==> config.mk <==
export PLATFORM = sky130hd
export DESIGN_NAME = bcod_core
export DESIGN_NICKNAME = d
export VERILOG_FILES = /design/src/bcod_pkg.sv /design/src/bcod_qseq.sv /design/src/bcod_core.sv
export SDC_FILE = /design/constraint.sdc
export NUM_CORES = 1
export LEC_CHECK = 0
export ABC_AREA = 1
export BUFFER_PORTS_ARGS = -buffer_cell sky130_fd_sc_hd__buf_4
export CORE_ASPECT_RATIO = 1.1
export CORE_MARGIN = 5
export CORE_UTILIZATION = 35
export CTS_CLUSTER_DIAMETER = 120
export CTS_CLUSTER_SIZE = 16
export DETAILED_ROUTE_END_ITERATION = 16
export SETUP_SLACK_MARGIN = 0.4
export SYNTH_ARGS = -nofsm -noshare
export SYNTH_HDL_FRONTEND = slang
export SYNTH_HIERARCHICAL = 1
export SYNTH_SLANG_ARGS = --single-unit
==> constraint.sdc <==
create_clock -name clk_in -period 2.55 [get_ports clk_in]
set_clock_uncertainty 0.1 [all_clocks]
set_input_delay 0.1275 -clock clk_in [delete_from_list [all_inputs] [get_ports clk_in]]
set_output_delay 0.1275 -clock clk_in [all_outputs]
set_load 0.02 [all_outputs]
==> src/bcod_pkg.sv <==
// Constants, types and register map of the branch/call/operand decoder.
// Assumes a single 20 MHz clock and a synchronous active-low reset.
package bcod_pkg;

   // -----------------------------------------------------------------
   // Register map (byte addresses, one aligned 32-bit word each; OFS_PTR_BASE is the word index of four pointers)
   // -----------------------------------------------------------------
   localparam logic [7:0] OFS_INSTR = 8'h00;
   localparam logic [7:0] OFS_PC = 8'h04;
   localparam logic [7:0] OFS_FLAGS = 8'h08;
   localparam logic [7:0] OFS_ACCUM = 8'h0C;
   localparam logic [7:0] OFS_BANK = 8'h10;
   localparam logic [7:0] OFS_SHADOW = 8'h14;
   localparam logic [7:0] OFS_STACK = 8'h18;
   localparam logic [7:0] OFS_TPTR = 8'h1C;
   localparam logic [7:0] OFS_TLAT = 8'h20;
   localparam logic [7:0] OFS_PMRD = 8'h24;
   localparam logic [7:0] OFS_PMWR = 8'h28;
   localparam logic [5:0] OFS_PTR_BASE = 6'h0B;
   localparam logic [7:0] OFS_DECODE = 8'h3C;
   localparam logic [7:0] OFS_MOVE = 8'h40;

   // -----------------------------------------------------------------
   // Reset values, steps, access bank and index pointer
   // -----------------------------------------------------------------
   localparam logic [20:0] RST_PC = 21'h000000;
   localparam logic [20:0] PC_STEP = 21'h000002;
   localparam logic [20:0] TPTR_STEP = 21'h000001;
   localparam logic [4:0] RST_SP = 5'h00;
   localparam logic [4:0] SP_STEP = 5'h01;
   localparam logic [3:0] ACCESS_BANK = 4'h0;
   localparam logic [1:0] INDEX_PTR = 2'h2;

   // -----------------------------------------------------------------
   // Quarter-cycle timing
   // -----------------------------------------------------------------
   localparam logic [1:0] Q_READ = 2'h1;
   localparam logic [1:0] Q_PUSH = 2'h2;
   localparam logic [1:0] Q_WRITE = 2'h3;
   localparam logic [1:0] Q_LAST = 2'h3;

   // -----------------------------------------------------------------
   // Opcode patterns
   // -----------------------------------------------------------------
   localparam logic [7:0] OPC_BRZ = 8'hE0;
   localparam logic [6:0] OPC_CALL = 7'h76;
   localparam logic [9:0] OPC_LFSR = 10'h3B8;
   localparam logic [8:0] OPC_MOVSS = 9'h1D7;
   localparam logic [3:0] OPC_MOVFF = 4'hC;
   localparam logic [3:0] OPC_SECOND = 4'hF;
   localparam logic [12:0] OPC_TBL = 13'h0001;

   // -----------------------------------------------------------------
   // Types
   // -----------------------------------------------------------------
   typedef enum logic [1:0] {ST_IDLE, ST_WAIT2, ST_EXEC} bcod_state_t;
   typedef enum logic [2:0] {K_GEN, K_BRZ, K_CALL, K_LFSR, K_MOVFF,
      K_MOVSS, K_TBLRD, K_TBLWT} bcod_kind_t;
   typedef enum logic [1:0] {TM_KEEP, TM_POSTINC, TM_POSTDEC,
      TM_PREINC} bcod_tmode_t;

   typedef struct packed {
      logic negative;
      logic overflow_flag;
      logic zero;
      logic nibble_carry_flag;
      logic carry;
   } bcod_flags_t;

   typedef struct packed {
      logic [7:0] accumulator_shadow;
      bcod_flags_t flags_shadow;
      logic [3:0] bank_selector_shadow;
   } bcod_shadow_t;

   typedef struct packed {
      logic dest_file;
      logic ram_banked;
      logic [1:0] ptr_sel;
      logic [11:0] file_addr;
   } bcod_decode_t;

endpackage

==> src/bcod_qseq.sv <==
// Quarter-cycle sequencer: four clocks per instruction cycle.
// Assumes start_in is a one-cycle pulse given only while idle.
`timescale 1ns/1ps
module bcod_qseq (
   // Clock and reset
   input wire logic clk_in,
   input wire logic rst_b_in,
   // Control
   input wire logic start_in,
   input wire logic two_cyc_in,
   // Position
   output logic [1:0] quarter_out,
   output logic cycle_out,
   output logic done_out
);

   logic run;
   logic two;
   logic [1:0] q;
   logic cyc;
   logic next_run;
   logic next_two;
   logic [1:0] next_q;
   logic next_cyc;

   // -----------------------------------------------------------------
   // Sequencing
   // -----------------------------------------------------------------
   assign done_out = run && (q == bcod_pkg::Q_LAST) && (cyc == two);
   assign quarter_out = q;
   assign cycle_out = cyc;

   // Next position; done ends the run on the last quarter
   always_comb
   begin
      next_run = run;
      next_two = two;
      next_q = q;
      next_cyc = cyc;
      if (start_in)
      begin
         next_run = 1'b1;
         next_two = two_cyc_in;
         next_q = 2'h0;
         next_cyc = 1'b0;
      end
      else if (run)
      begin
         next_q = q + 2'h1;
         if (q == bcod_pkg::Q_LAST)
            next_cyc = ~cyc;
         if (done_out)
            next_run = 1'b0;
      end
   end

   // Registers
   always_ff @(posedge clk_in)
   begin
      if (!rst_b_in)
      begin
         run <= 1'b0;
         two <= 1'b0;
         q <= 2'h0;
         cyc <= 1'b0;
      end
      else
      begin
         run <= next_run;
         two <= next_two;
         q <= next_q;
         cyc <= next_cyc;
      end
   end

endmodule // bcod_qseq

==> src/bcod_core.sv <==
// Branch/call execute unit with operand decode, Avalon-MM slave.
// Assumes software feeds instruction words and a waitrequest master.
//
// The Avalon-MM register port and the placing of the registers were decided locally.
`timescale 1ns/1ps
module bcod_core (
   // Clock and reset
   input wire logic clk_in,
   input wire logic rst_b_in,
   // Avalon-MM slave
   input wire logic [7:0] avs_address_in,
   input wire logic avs_read_in,
   input wire logic avs_write_in,
   input wire logic [31:0] avs_writedata_in,
   output logic [31:0] avs_readdata_out,
   output logic avs_waitrequest_out,
   // Core status
   output logic busy_out,
   output logic [20:0] pc_out
);

   bcod_pkg::bcod_state_t state, next_state;
   bcod_pkg::bcod_kind_t kind, next_kind, wkind;
   logic [15:0] w1, next_w1, w2, next_w2;
   logic taken, next_taken;
   logic [20:0] pc, next_pc;
   bcod_pkg::bcod_flags_t flags, next_flags;
   logic [7:0] accum, next_accum;
   logic [3:0] bank, next_bank;
   bcod_pkg::bcod_shadow_t shadow, next_shadow;
   logic [20:0] stack_top, next_stack_top;
   logic [4:0] sp, next_sp;
   logic [20:0] tptr, next_tptr, taddr;
   logic [7:0] tlat, next_tlat, pmrd, next_pmrd;
   logic [28:0] pmwr, next_pmwr;
   logic [11:0] ptr_reg [4];
   logic [11:0] next_ptr_reg [4];
   bcod_pkg::bcod_decode_t dec, next_dec;
   logic [11:0] src, next_src, dst, next_dst;
   logic rd_ack, next_rd_ack;
   logic [31:0] rdata, next_rdata;
   logic wr_ok, issue, start, two_cyc, done, cyc;
   logic [1:0] q;
   logic [15:0] wd;
   logic [20:0] brz_target, call_target;

   // -----------------------------------------------------------------
   // Bus slave
   // -----------------------------------------------------------------
   // Writes stall while executing so software never races the core
   assign wr_ok = avs_write_in && (state != bcod_pkg::ST_EXEC);
   assign avs_waitrequest_out = avs_read_in ? !rd_ack :
      (avs_write_in && !wr_ok);
   assign avs_readdata_out = rdata;
   assign busy_out = (state == bcod_pkg::ST_EXEC);
   assign pc_out = pc;
   assign wd = avs_writedata_in[15:0];
   assign issue = wr_ok && (avs_address_in == bcod_pkg::OFS_INSTR);

   // Read data registered one cycle, unmapped reads return zero
   always_comb
   begin
      next_rd_ack = avs_read_in && !rd_ack;
      next_rdata = rdata;
      if (avs_read_in && !rd_ack)
      begin
         next_rdata = 32'h00000000;
         case (avs_address_in)
            bcod_pkg::OFS_INSTR:
               next_rdata = {30'h0, state == bcod_pkg::ST_WAIT2, busy_out};
            bcod_pkg::OFS_PC: next_rdata = {11'h0, pc};
            bcod_pkg::OFS_FLAGS: next_rdata = {27'h0, flags};
            bcod_pkg::OFS_ACCUM: next_rdata = {24'h0, accum};
            bcod_pkg::OFS_BANK: next_rdata = {28'h0, bank};
            bcod_pkg::OFS_SHADOW: next_rdata = {15'h0, shadow};
            bcod_pkg::OFS_STACK: next_rdata = {6'h0, sp, stack_top};
            bcod_pkg::OFS_TPTR: next_rdata = {11'h0, tptr};
            bcod_pkg::OFS_TLAT: next_rdata = {24'h0, tlat};
            bcod_pkg::OFS_PMRD: next_rdata = {24'h0, pmrd};
            bcod_pkg::OFS_PMWR: next_rdata = {3'h0, pmwr};
            bcod_pkg::OFS_DECODE: next_rdata = {16'h0, dec};
            bcod_pkg::OFS_MOVE: next_rdata = {8'h0, src, dst};
            default:
               if (avs_address_in[7:2] >= bcod_pkg::OFS_PTR_BASE &&
                  avs_address_in[7:2] < bcod_pkg::OFS_PTR_BASE + 6'h4)
                  next_rdata = {20'h0, ptr_reg[avs_address_in[3:2] +
                     2'h1]};
         endcase
      end
   end

   // Bus registers
   always_ff @(posedge clk_in)
   begin
      if (!rst_b_in)
      begin
         rd_ack <= 1'b0;
         rdata <= 32'h00000000;
      end
      else
      begin
         rd_ack <= next_rd_ack;
         rdata <= next_rdata;
      end
   end

   // -----------------------------------------------------------------
   // Word classification
   // -----------------------------------------------------------------
   always_comb
   begin
      wkind = bcod_pkg::K_GEN;
      if (wd[15:8] == bcod_pkg::OPC_BRZ)
         wkind = bcod_pkg::K_BRZ;
      else if (wd[15:9] == bcod_pkg::OPC_CALL)
         wkind = bcod_pkg::K_CALL;
      else if (wd[15:6] == bcod_pkg::OPC_LFSR)
         wkind = bcod_pkg::K_LFSR;
      else if (wd[15:7] == bcod_pkg::OPC_MOVSS)
         wkind = bcod_pkg::K_MOVSS;
      else if (wd[15:12] == bcod_pkg::OPC_MOVFF)
         wkind = bcod_pkg::K_MOVFF;
      else if (wd[15:3] == bcod_pkg::OPC_TBL)
         wkind = wd[2] ? bcod_pkg::K_TBLWT : bcod_pkg::K_TBLRD;
   end

   // Branch target from the already incremented counter
   assign brz_target = pc + bcod_pkg::PC_STEP +
      {{12{wd[7]}}, wd[7:0], 1'b0};
   assign call_target = {wd[11:0], w1[7:0], 1'b0};
   assign taddr = (w1[1:0] == 2'(bcod_pkg::TM_PREINC)) ?
      tptr + bcod_pkg::TPTR_STEP : tptr;

   bcod_qseq u_qseq (
      .clk_in(clk_in),
      .rst_b_in(rst_b_in),
      .start_in(start),
      .two_cyc_in(two_cyc),
      .quarter_out(q),
      .cycle_out(cyc),
      .done_out(done)
   );

   // -----------------------------------------------------------------
   // Core state: issue, execute quarters, software writes
   // -----------------------------------------------------------------
   always_comb
   begin
      next_state = state;
      next_kind = kind;
      next_w1 = w1;
      next_w2 = w2;
      next_taken = taken;
      next_pc = pc;
      next_flags = flags;
      next_accum = accum;
      next_bank = bank;
      next_shadow = shadow;
      next_stack_top = stack_top;
      next_sp = sp;
      next_tptr = tptr;
      next_tlat = tlat;
      next_pmrd = pmrd;
      next_pmwr = pmwr;
      next_ptr_reg = ptr_reg;
      next_dec = dec;
      next_src = src;
      next_dst = dst;
      start = 1'b0;
      two_cyc = 1'b1;
      unique case (state)
         bcod_pkg::ST_IDLE:
            if (issue)
            begin
               next_kind = wkind;
               next_w1 = wd;
               // Operand fields of every first word
               next_dec.dest_file = wd[9];
               next_dec.ram_banked = wd[8];
               next_dec.ptr_sel = wd[1:0];
               next_dec.file_addr = wd[8] ? {bank, wd[7:0]} :
                  {bcod_pkg::ACCESS_BANK, wd[7:0]};
               if (wkind == bcod_pkg::K_CALL || wkind == bcod_pkg::K_LFSR
                  || wkind == bcod_pkg::K_MOVFF ||
                  wkind == bcod_pkg::K_MOVSS)
               begin
                  next_pc = pc + bcod_pkg::PC_STEP;
                  next_state = bcod_pkg::ST_WAIT2;
               end
               else
               begin
                  next_pc = pc + bcod_pkg::PC_STEP;
                  next_state = bcod_pkg::ST_EXEC;
                  next_taken = flags.zero;
                  start = 1'b1;
                  // Only a taken branch or a table op needs two cycles
                  two_cyc = (wkind == bcod_pkg::K_BRZ) ? flags.zero :
                     (wkind != bcod_pkg::K_GEN);
               end
            end
         bcod_pkg::ST_WAIT2:
            if (issue)
            begin
               // A second word without the 1111 prefix aborts the op
               if (wd[15:12] == bcod_pkg::OPC_SECOND)
               begin
                  next_w2 = wd;
                  next_pc = pc + bcod_pkg::PC_STEP;
                  next_state = bcod_pkg::ST_EXEC;
                  start = 1'b1;
                  two_cyc = 1'b1;
               end
               else
                  next_state = bcod_pkg::ST_IDLE;
            end
         bcod_pkg::ST_EXEC:
         begin
            if (done)
               next_state = bcod_pkg::ST_IDLE;
            if (!cyc && q == bcod_pkg::Q_PUSH && kind == bcod_pkg::K_CALL)
            begin
               next_stack_top = pc;
               next_sp = sp + bcod_pkg::SP_STEP;
               if (w1[8])
                  next_shadow = {accum, flags, bank};
            end
            if (!cyc && q == bcod_pkg::Q_WRITE)
               unique case (kind)
                  bcod_pkg::K_BRZ:
                     if (taken)
                        next_pc = pc + {{12{w1[7]}}, w1[7:0], 1'b0};
                  bcod_pkg::K_CALL:
                     next_pc = {w2[11:0], w1[7:0], 1'b0};
                  bcod_pkg::K_MOVFF:
                  begin
                     next_src = w1[11:0];
                     next_dst = w2[11:0];
                  end
                  bcod_pkg::K_MOVSS:
                  begin
                     next_src = ptr_reg[bcod_pkg::INDEX_PTR] +
                        {5'h00, w1[6:0]};
                     next_dst = ptr_reg[bcod_pkg::INDEX_PTR] +
                        {5'h00, w2[6:0]};
                  end
                  default:
                     next_pc = pc;
               endcase
            if (cyc && q == bcod_pkg::Q_WRITE)
               unique case (kind)
                  bcod_pkg::K_LFSR:
                     next_ptr_reg[w1[5:4]] = {w1[3:0], w2[7:0]};
                  bcod_pkg::K_TBLRD, bcod_pkg::K_TBLWT:
                  begin
                     // 21-bit pointer, 8-bit latch
                     if (kind == bcod_pkg::K_TBLRD)
                        next_tlat = pmrd;
                     else
                        next_pmwr = {taddr, tlat};
                     unique case (bcod_pkg::bcod_tmode_t'(w1[1:0]))
                        bcod_pkg::TM_KEEP: next_tptr = tptr;
                        bcod_pkg::TM_POSTDEC:
                           next_tptr = tptr - bcod_pkg::TPTR_STEP;
                        bcod_pkg::TM_POSTINC, bcod_pkg::TM_PREINC:
                           next_tptr = tptr + bcod_pkg::TPTR_STEP;
                     endcase
                  end
                  default:
                     next_tptr = tptr;
               endcase
         end
      endcase
      // Software writes; never during execution, so branch and call
      // cannot disturb the flags
      if (wr_ok)
         case (avs_address_in)
            bcod_pkg::OFS_PC: next_pc = avs_writedata_in[20:0];
            bcod_pkg::OFS_FLAGS:
               next_flags = avs_writedata_in[4:0];
            bcod_pkg::OFS_ACCUM: next_accum = avs_writedata_in[7:0];
            bcod_pkg::OFS_BANK: next_bank = avs_writedata_in[3:0];
            bcod_pkg::OFS_TPTR: next_tptr = avs_writedata_in[20:0];
            bcod_pkg::OFS_TLAT: next_tlat = avs_writedata_in[7:0];
            bcod_pkg::OFS_PMRD: next_pmrd = avs_writedata_in[7:0];
            default:
               if (avs_address_in[7:2] >= bcod_pkg::OFS_PTR_BASE &&
                  avs_address_in[7:2] < bcod_pkg::OFS_PTR_BASE + 6'h4)
                  next_ptr_reg[avs_address_in[3:2] + 2'h1] =
                     avs_writedata_in[11:0];
         endcase
   end

   // Core registers
   always_ff @(posedge clk_in)
   begin
      if (!rst_b_in)
      begin
         state <= bcod_pkg::ST_IDLE;
         kind <= bcod_pkg::K_GEN;
         w1 <= 16'h0000;
         w2 <= 16'h0000;
         taken <= 1'b0;
         pc <= bcod_pkg::RST_PC;
         flags <= '0;
         accum <= 8'h00;
         bank <= 4'h0;
         shadow <= '0;
         stack_top <= 21'h000000;
         sp <= bcod_pkg::RST_SP;
         tptr <= 21'h000000;
         tlat <= 8'h00;
         pmrd <= 8'h00;
         pmwr <= 29'h00000000;
         ptr_reg <= '{default: 12'h000};
         dec <= '0;
         src <= 12'h000;
         dst <= 12'h000;
      end
      else
      begin
         state <= next_state;
         kind <= next_kind;
         w1 <= next_w1;
         w2 <= next_w2;
         taken <= next_taken;
         pc <= next_pc;
         flags <= next_flags;
         accum <= next_accum;
         bank <= next_bank;
         shadow <= next_shadow;
         stack_top <= next_stack_top;
         sp <= next_sp;
         tptr <= next_tptr;
         tlat <= next_tlat;
         pmrd <= next_pmrd;
         pmwr <= next_pmwr;
         ptr_reg <= next_ptr_reg;
         dec <= next_dec;
         src <= next_src;
         dst <= next_dst;
      end
   end

   logic go_brz, go_call;
   assign go_brz = start && wkind == bcod_pkg::K_BRZ &&
      state == bcod_pkg::ST_IDLE;
   assign go_call = start && state == bcod_pkg::ST_WAIT2 &&
      kind == bcod_pkg::K_CALL;
endmodule // bcod_core

* Yosys cells after proc, flatten, opt, wreduce, memory -nomap -nowiden
Index checks and enable logic that the tools add are counted.
Word-level totals: logic and storage cells 215, register bits after elaboration 303, input bits 44
Cells by class: muxes and demuxes 68, reductions and logical operators 41, bitwise operators 6, eq/ne operators 43, $add $sub $neg 9, $lt $le $gt $ge 6
Operators by type and width (count):
- $pmux 29 s13 | 1
- $mux 48 | 6
- $mux 21 | 13
- $pmux 21 s3 | 2
- $bwmux 48 | 2
- $mux 12 | 6
- $demux 12 s2 | 2
- $mux 8 | 6
- $pmux 12 s2 | 2
- $pmux 21 s2 | 1
- $eq 8x5->1 const B | 4
- $eq 8x6->1 const B | 4
- $add 12x7->12 | 2
- $bmux 12 s2 | 1
- $add 21x1->21 const B | 1
- $add 21x2->21 const B | 1
- $add 21x21->21 | 1
- $sub 21x1->21 const B | 1
- $eq 3x3->1 const B | 6
- $mux 3 | 6
- $eq 8x4->1 const B | 2
- $reduce_and 3->1 | 5
- $reduce_and 2->1 | 7
- $eq 13x1->1 const B | 1
- 36 further kinds | 90

* Logic depth before layout (Yosys ltp)
depth after elaboration 15, depth in mapped cells 16

* Hierarchy
Netlist, hierarchy kept.
By module, submodules not included:
- bcod_core | area each 17973.5 um^2, instances 1, cells each 2769, seq. area each 5665.4 um^2
- bcod_qseq | area each 226.5 um^2, instances 1, cells each 29, seq. area each 100.1 um^2

* Least setup slack after synthesis
No wires, ideal clock.
path kind register to register, from register w1[1], to register src[10], data required time 2318 ps, setup slack 311 ps, period minus slack after synthesis 2239 ps, cell stages (with the launch flop) 12, arrival time 2007 ps, cell sequence dfxtp_1 buf_2 inv_1 fa_1 o21ai_0 a21oi_1 o21bai_1 nand2_1 o21ai_0 nand3_1 nand2_1 a21oi_1
Between the ends: word-level cells in the longest chain between the ends 2
Ends and longest elaborated chain:
- from (decl) | line bcod_core.sv:24 | logic [15:0] w1, next_w1, w2, next_w2;
- from (signal assigned) | line bcod_core.sv:323 | w1 <= next_w1;
- $add 12x7->12 | line bcod_core.sv:241 | next_src = ptr_reg[bcod_pkg::INDEX_PTR] +
- $pmux 12 s2 | line bcod_core.sv:228 | unique case (kind)
- to (signal assigned) | line bcod_core.sv:339 | src <= next_src;
- to (decl) | line bcod_core.sv:39 | logic [11:0] src, next_src, dst, next_dst;
No other way between the ends. A chain may end at the register's enable or synchronous reset.

* Final worst setup path
from register w1[7], to register pc[19], in the netlist pc_out[19]
Between the ends: word-level cells in the longest chain between the ends 7
Ends and longest elaborated chain:
- $add 21x21->21 (*) | line bcod_core.sv:231 | next_pc = pc + {{12{w1[7]}}, w1[7:0], 1'b0};
- $mux 21 (*) | line bcod_core.sv:230 | if (taken)
- $pmux 21 s2 (*) | line bcod_core.sv:228
- $mux 21 (*) | line bcod_core.sv:227 | if (!cyc && q == bcod_pkg::Q_WRITE)
- $pmux 21 s3 (*) | line bcod_core.sv:171 | unique case (state)
- $mux 21 | line bcod_core.sv:276 | case (avs_address_in)
- $mux 21 (*) | line bcod_core.sv:275 | if (wr_ok)
- to (signal assigned) | line bcod_core.sv:303 | pc <= bcod_pkg::RST_PC;
- to (signal assigned) | line bcod_core.sv:326 | pc <= next_pc;
- to (decl) | line bcod_core.sv:26 | logic [20:0] pc, next_pc;
Mark *: on every way between the ends. The rest lies on a longest branch, timed or not.

==> results.txt <==
- Run status: finished, final reports clean
* Area of the die: 0.0567 sq mm
- In this run, the number of DRC markers left after iteration 0 of detailed routing was 2217.
* Largest net degree at the start of global routing: 74
* Antenna violations before repair: 2
* Logic depth of the worst register-to-register path: 15
- In this run the core area contains 87 standard-cell rows.
- The longest clock path from root to sink contains 3 buffers.
- Yosys mapped the design onto 60 distinct sky130hd cell types.
* Path category of the worst min-delay check: input pin to flop
* CP startpoint: w1[7]
- The later pin in the worst-skew pair is clocked with a latency of 0.56 ns.
- Arrival time of data at the critical path endpoint: 2.55 ns
* Number of global-route vias before repair: 19200
- Worst Setup Path Type: flop to flop
* Post-synth EDFFs: 0
- Synthesis produced 2798 cells.
- For this block, the via count after detailed routing is 20900.
- From synthesis to final layout, the design area changed by 24.9%.
- Register-to-Register Setup Slack: 0.34 ns
- The count of nets left with antenna violations once routing finished came out at 0.
- For this configuration, the core starts out at a cell density of 35.4%.
* Fraction of registers with async set/reset: 0%
* Syn avg cell area: 6.50 sq um
- Category of the worst setup path launch point: flop
- The final layout contains 3073 nets.
* Instance count along the most critical hold path: 6
- During synthesis, Yosys emitted a total of 6 warnings.
- Most frequent cells in the layout: 566 x sky130_fd_sc_hd__nand2_1, 305 x sky130_fd_sc_hd__o21ai_0, 292 x sky130_fd_sc_hd__a21oi_1, 284 x sky130_fd_sc_hd__buf_4, 258 x sky130_fd_sc_hd__dfxtp_1
- The number of endpoints with negative hold slack in the final report came to 0.
- For this run, design rule violations remaining after detail routing come to 0.
- Worst flop-to-flop path endpoint: pc_out[19]
- At the worst endpoint, the required time is 2.90 ns.
- Nature of the critical path endpoint: flop
* Final clock period utilization by the worst path: 86.5%
- The worst hold path begins at avs_read_in.
- The worst hold path terminates at avs_readdata_out[25].
- Adding up every negative setup slack in the final design gives 0 ns.
- Wire per inst: 23.1 microns
- Horizontal die dimension: 227 microns
- Number of violations of the max-capacitance limit: 0
- Avg Vias per Cell: 5.74
* HPWL Detailed: 62.2 mm
- Maximum net fanout on the critical path: 8
* Vertical die dimension: 249 microns
- Global-route wire length before repair: 122 mm
- Worst-Margin Slew: 0.733 ns
* Fraction of final layout cells with drive strength greater than 1: 20.3%
- The final count of pins violating max slew is 0.
- Number of I/O pins: 99
- The most used flip-flop cell after synthesis is sky130_fd_sc_hd__dfxtp_1.
- After floorplanning, the core was sized to cover 0.0514 sq mm.
- The register with the most flip-flops in the layout has 48 of them.
* Clock input transition at the sequential cells of the worst setup and hold paths: 0.08 ns
* Cell Area, Synth: 0.0182 sq mm
- IR analysis of the VDD net gives a maximum drop of 0.359 mV.
- Port Buffer Count: 84
* Total Routing Usage GR: 27.8%
* Clock period minus worst slack: 2.21 ns
* Sequential area share after synthesis: 31.7%
- Synthesis inferred 288 register bits.
- The library cell used most frequently in the layout, excluding fill and tap cells, is sky130_fd_sc_hd__nand2_1.
- H-tree lvl count: 1
- CTS Buf Count: 22
* Worst-case headroom to the max-slew limit: 51.2%
- Based on the critical path, the design can be clocked at up to 453 MHz.
* Finish-stage setup viols: 0
* Worst flop-to-flop path startpoint: w1[7]
- WL final: 84.2 mm
- TritonCTS built the clock tree.
* Clock root buffer: sky130_fd_sc_hd__clkbuf_16
- For this run the aggregate overflow at the end of global routing stands at 0.
- Clk sinks: 288
* # placed instances: 3547
- The pre-antenna-repair detailed-routing pass consisted of 5 iterations.
- Non-filler instance count after layout: 3648
- Routability-driven placement finished with a final weighted congestion of 1.00.
* Leak: 8.80 nW
- Power spread over the standard cell area amounts to 430 mW/mm^2.
- Unrepaired setup endpoints after global routing: yes
## stage by stage
step	setup WS (ns)	hold slack [ns]	utilization (%)	total power [mW]	area (sq um)
4_1_cts	0.354	0.0746	42.0	9.67	21600
3_3_place_gp	0.0171	0.343	39.5	6.18	20300
5_1_grt	0.234	0.123	44.2	10.1	22700
2_1_floorplan	0.412	0.149	-	5.54	18200
6_report	0.344	0.107	44.2	9.76	22700
3_5_place_dp	0.0663	0.345	39.5	6.19	20300
## kinds of logic after synthesis
family	share of synthesized area, %
AO/OA/AOI/OAI	26.0
XOR/XNOR	2.31
adder cells (fa/ha/maj)	3.63
buffers and inverters	9.75
flip-flops	31.7
other	0.0206
AND/OR/NAND/NOR	26.6
## final cells by class
type,instances,area (sq um)
Antenna cell,1,2.50
Clock buffer,22,551
Clock inverter,4,63.8
Fill cell,5377,28700
Inverter,275,1060
Multi-Input combinational cell,2068,11800
Sequential cell,288,5830
Tap cell,667,835
Timing Repair Buffer,322,2620
Timing Repair inverter,1,7.51
## routing by layer
metal  global-route usage, %  vias to the layer above  part of all wire (%)
met5                       0                        -                     0
met4                    13.1                        0                   6.2
met3                    4.56                      210                   7.8
met2                    44.3                      971                    46
met1                    36.5                     9916                    40
li1                        -                     9848                     -
## worst max-delay path, stage by stage, from the launching register on
cell and delay [ns]:
sky130_fd_sc_hd__dfxtp_4 0.36, sky130_fd_sc_hd__buf_12 0.14, sky130_fd_sc_hd__buf_12 0.15, sky130_fd_sc_hd__ha_4 0.30
sky130_fd_sc_hd__nand2_1 0.07, sky130_fd_sc_hd__nor2_1 0.19, sky130_fd_sc_hd__and2_1 0.15, sky130_fd_sc_hd__nand2_1 0.06
sky130_fd_sc_hd__nand2_1 0.06, sky130_fd_sc_hd__nand2_1 0.05, sky130_fd_sc_hd__nand3_1 0.08, sky130_fd_sc_hd__nand2_1 0.06
sky130_fd_sc_hd__nand2_1 0.14, sky130_fd_sc_hd__nand2_1 0.07, sky130_fd_sc_hd__nand2_1 0.06, sky130_fd_sc_hd__a21oi_1 0.05
## how the worst max path moves through the flow
stage	cells after the start	slack, ns	end
2_1_floorplan	11	0.41	u_qseq/two
3_3_place_gp	13	0.02	pc_out[11]
3_5_place_dp	13	0.07	pc_out[11]
4_1_cts	15	0.35	pc_out[19]
5_1_grt	16	0.23	pc_out[17]
6_report	15	0.34	pc_out[19]
## synthesized netlist by cell type, types with 5 or more instances
cell	number	area [sq um]
sky130_fd_sc_hd__o211ai_1	25	188
sky130_fd_sc_hd__nand3b_1	7	52.6
sky130_fd_sc_hd__inv_1	260	976
sky130_fd_sc_hd__o21ai_0	326	1630
sky130_fd_sc_hd__ha_1	48	601
sky130_fd_sc_hd__o22ai_1	47	294
sky130_fd_sc_hd__inv_2	8	30.0
sky130_fd_sc_hd__nor3_1	30	150
sky130_fd_sc_hd__nor4_1	6	37.5
sky130_fd_sc_hd__nand3_1	144	721
sky130_fd_sc_hd__a221oi_1	14	123
sky130_fd_sc_hd__nand2_1	605	2270
sky130_fd_sc_hd__a21oi_1	311	1560
sky130_fd_sc_hd__buf_4	9	67.6
sky130_fd_sc_hd__nor2_2	5	31.3
sky130_fd_sc_hd__clkbuf_1	125	469
sky130_fd_sc_hd__a31oi_1	15	93.8
sky130_fd_sc_hd__nor2_4	5	56.3
sky130_fd_sc_hd__buf_2	33	165
sky130_fd_sc_hd__dfxtp_1	288	5770
sky130_fd_sc_hd__clkinv_1	6	22.5
sky130_fd_sc_hd__nor2_1	246	923
sky130_fd_sc_hd__xnor2_1	6	52.6
sky130_fd_sc_hd__a311oi_1	48	420
sky130_fd_sc_hd__nand2_2	6	37.5
sky130_fd_sc_hd__nand4_1	40	250
sky130_fd_sc_hd__nor3_2	5	50.1
sky130_fd_sc_hd__xor2_1	42	368
sky130_fd_sc_hd__buf_1	6	22.5
sky130_fd_sc_hd__o31ai_1	7	52.6
sky130_fd_sc_hd__a211oi_1	21	158
## power breakdown
| group | leakage, nW | internal (mW) | switching (mW) | total (mW) |
|---|---|---|---|---|
| logic | 6.16 | 0.570 | 1.10 | 1.67 |
| clock network | 0.300 | 1.66 | 1.80 | 3.46 |
| registers | 2.34 | 4.54 | 0.0855 | 4.63 |
| total | 8.80 | 6.77 | 2.99 | 9.76 |
## what timing repair did
| item | in CTS | in global routing |
|---|---|---|
| pin swaps | 9 | 40 |
| endpoints found under the setup margin | 117 | 130 |
| setup buffers | 7 | 37 |
| cloned | 2 | 5 |
| resized for setup | 82 | 220 |
| hold buffers | 23 | 0 |
| endpoints found under the hold margin | 126 | 0 |
No activity file was read; power rests on OpenSTA's default activity.
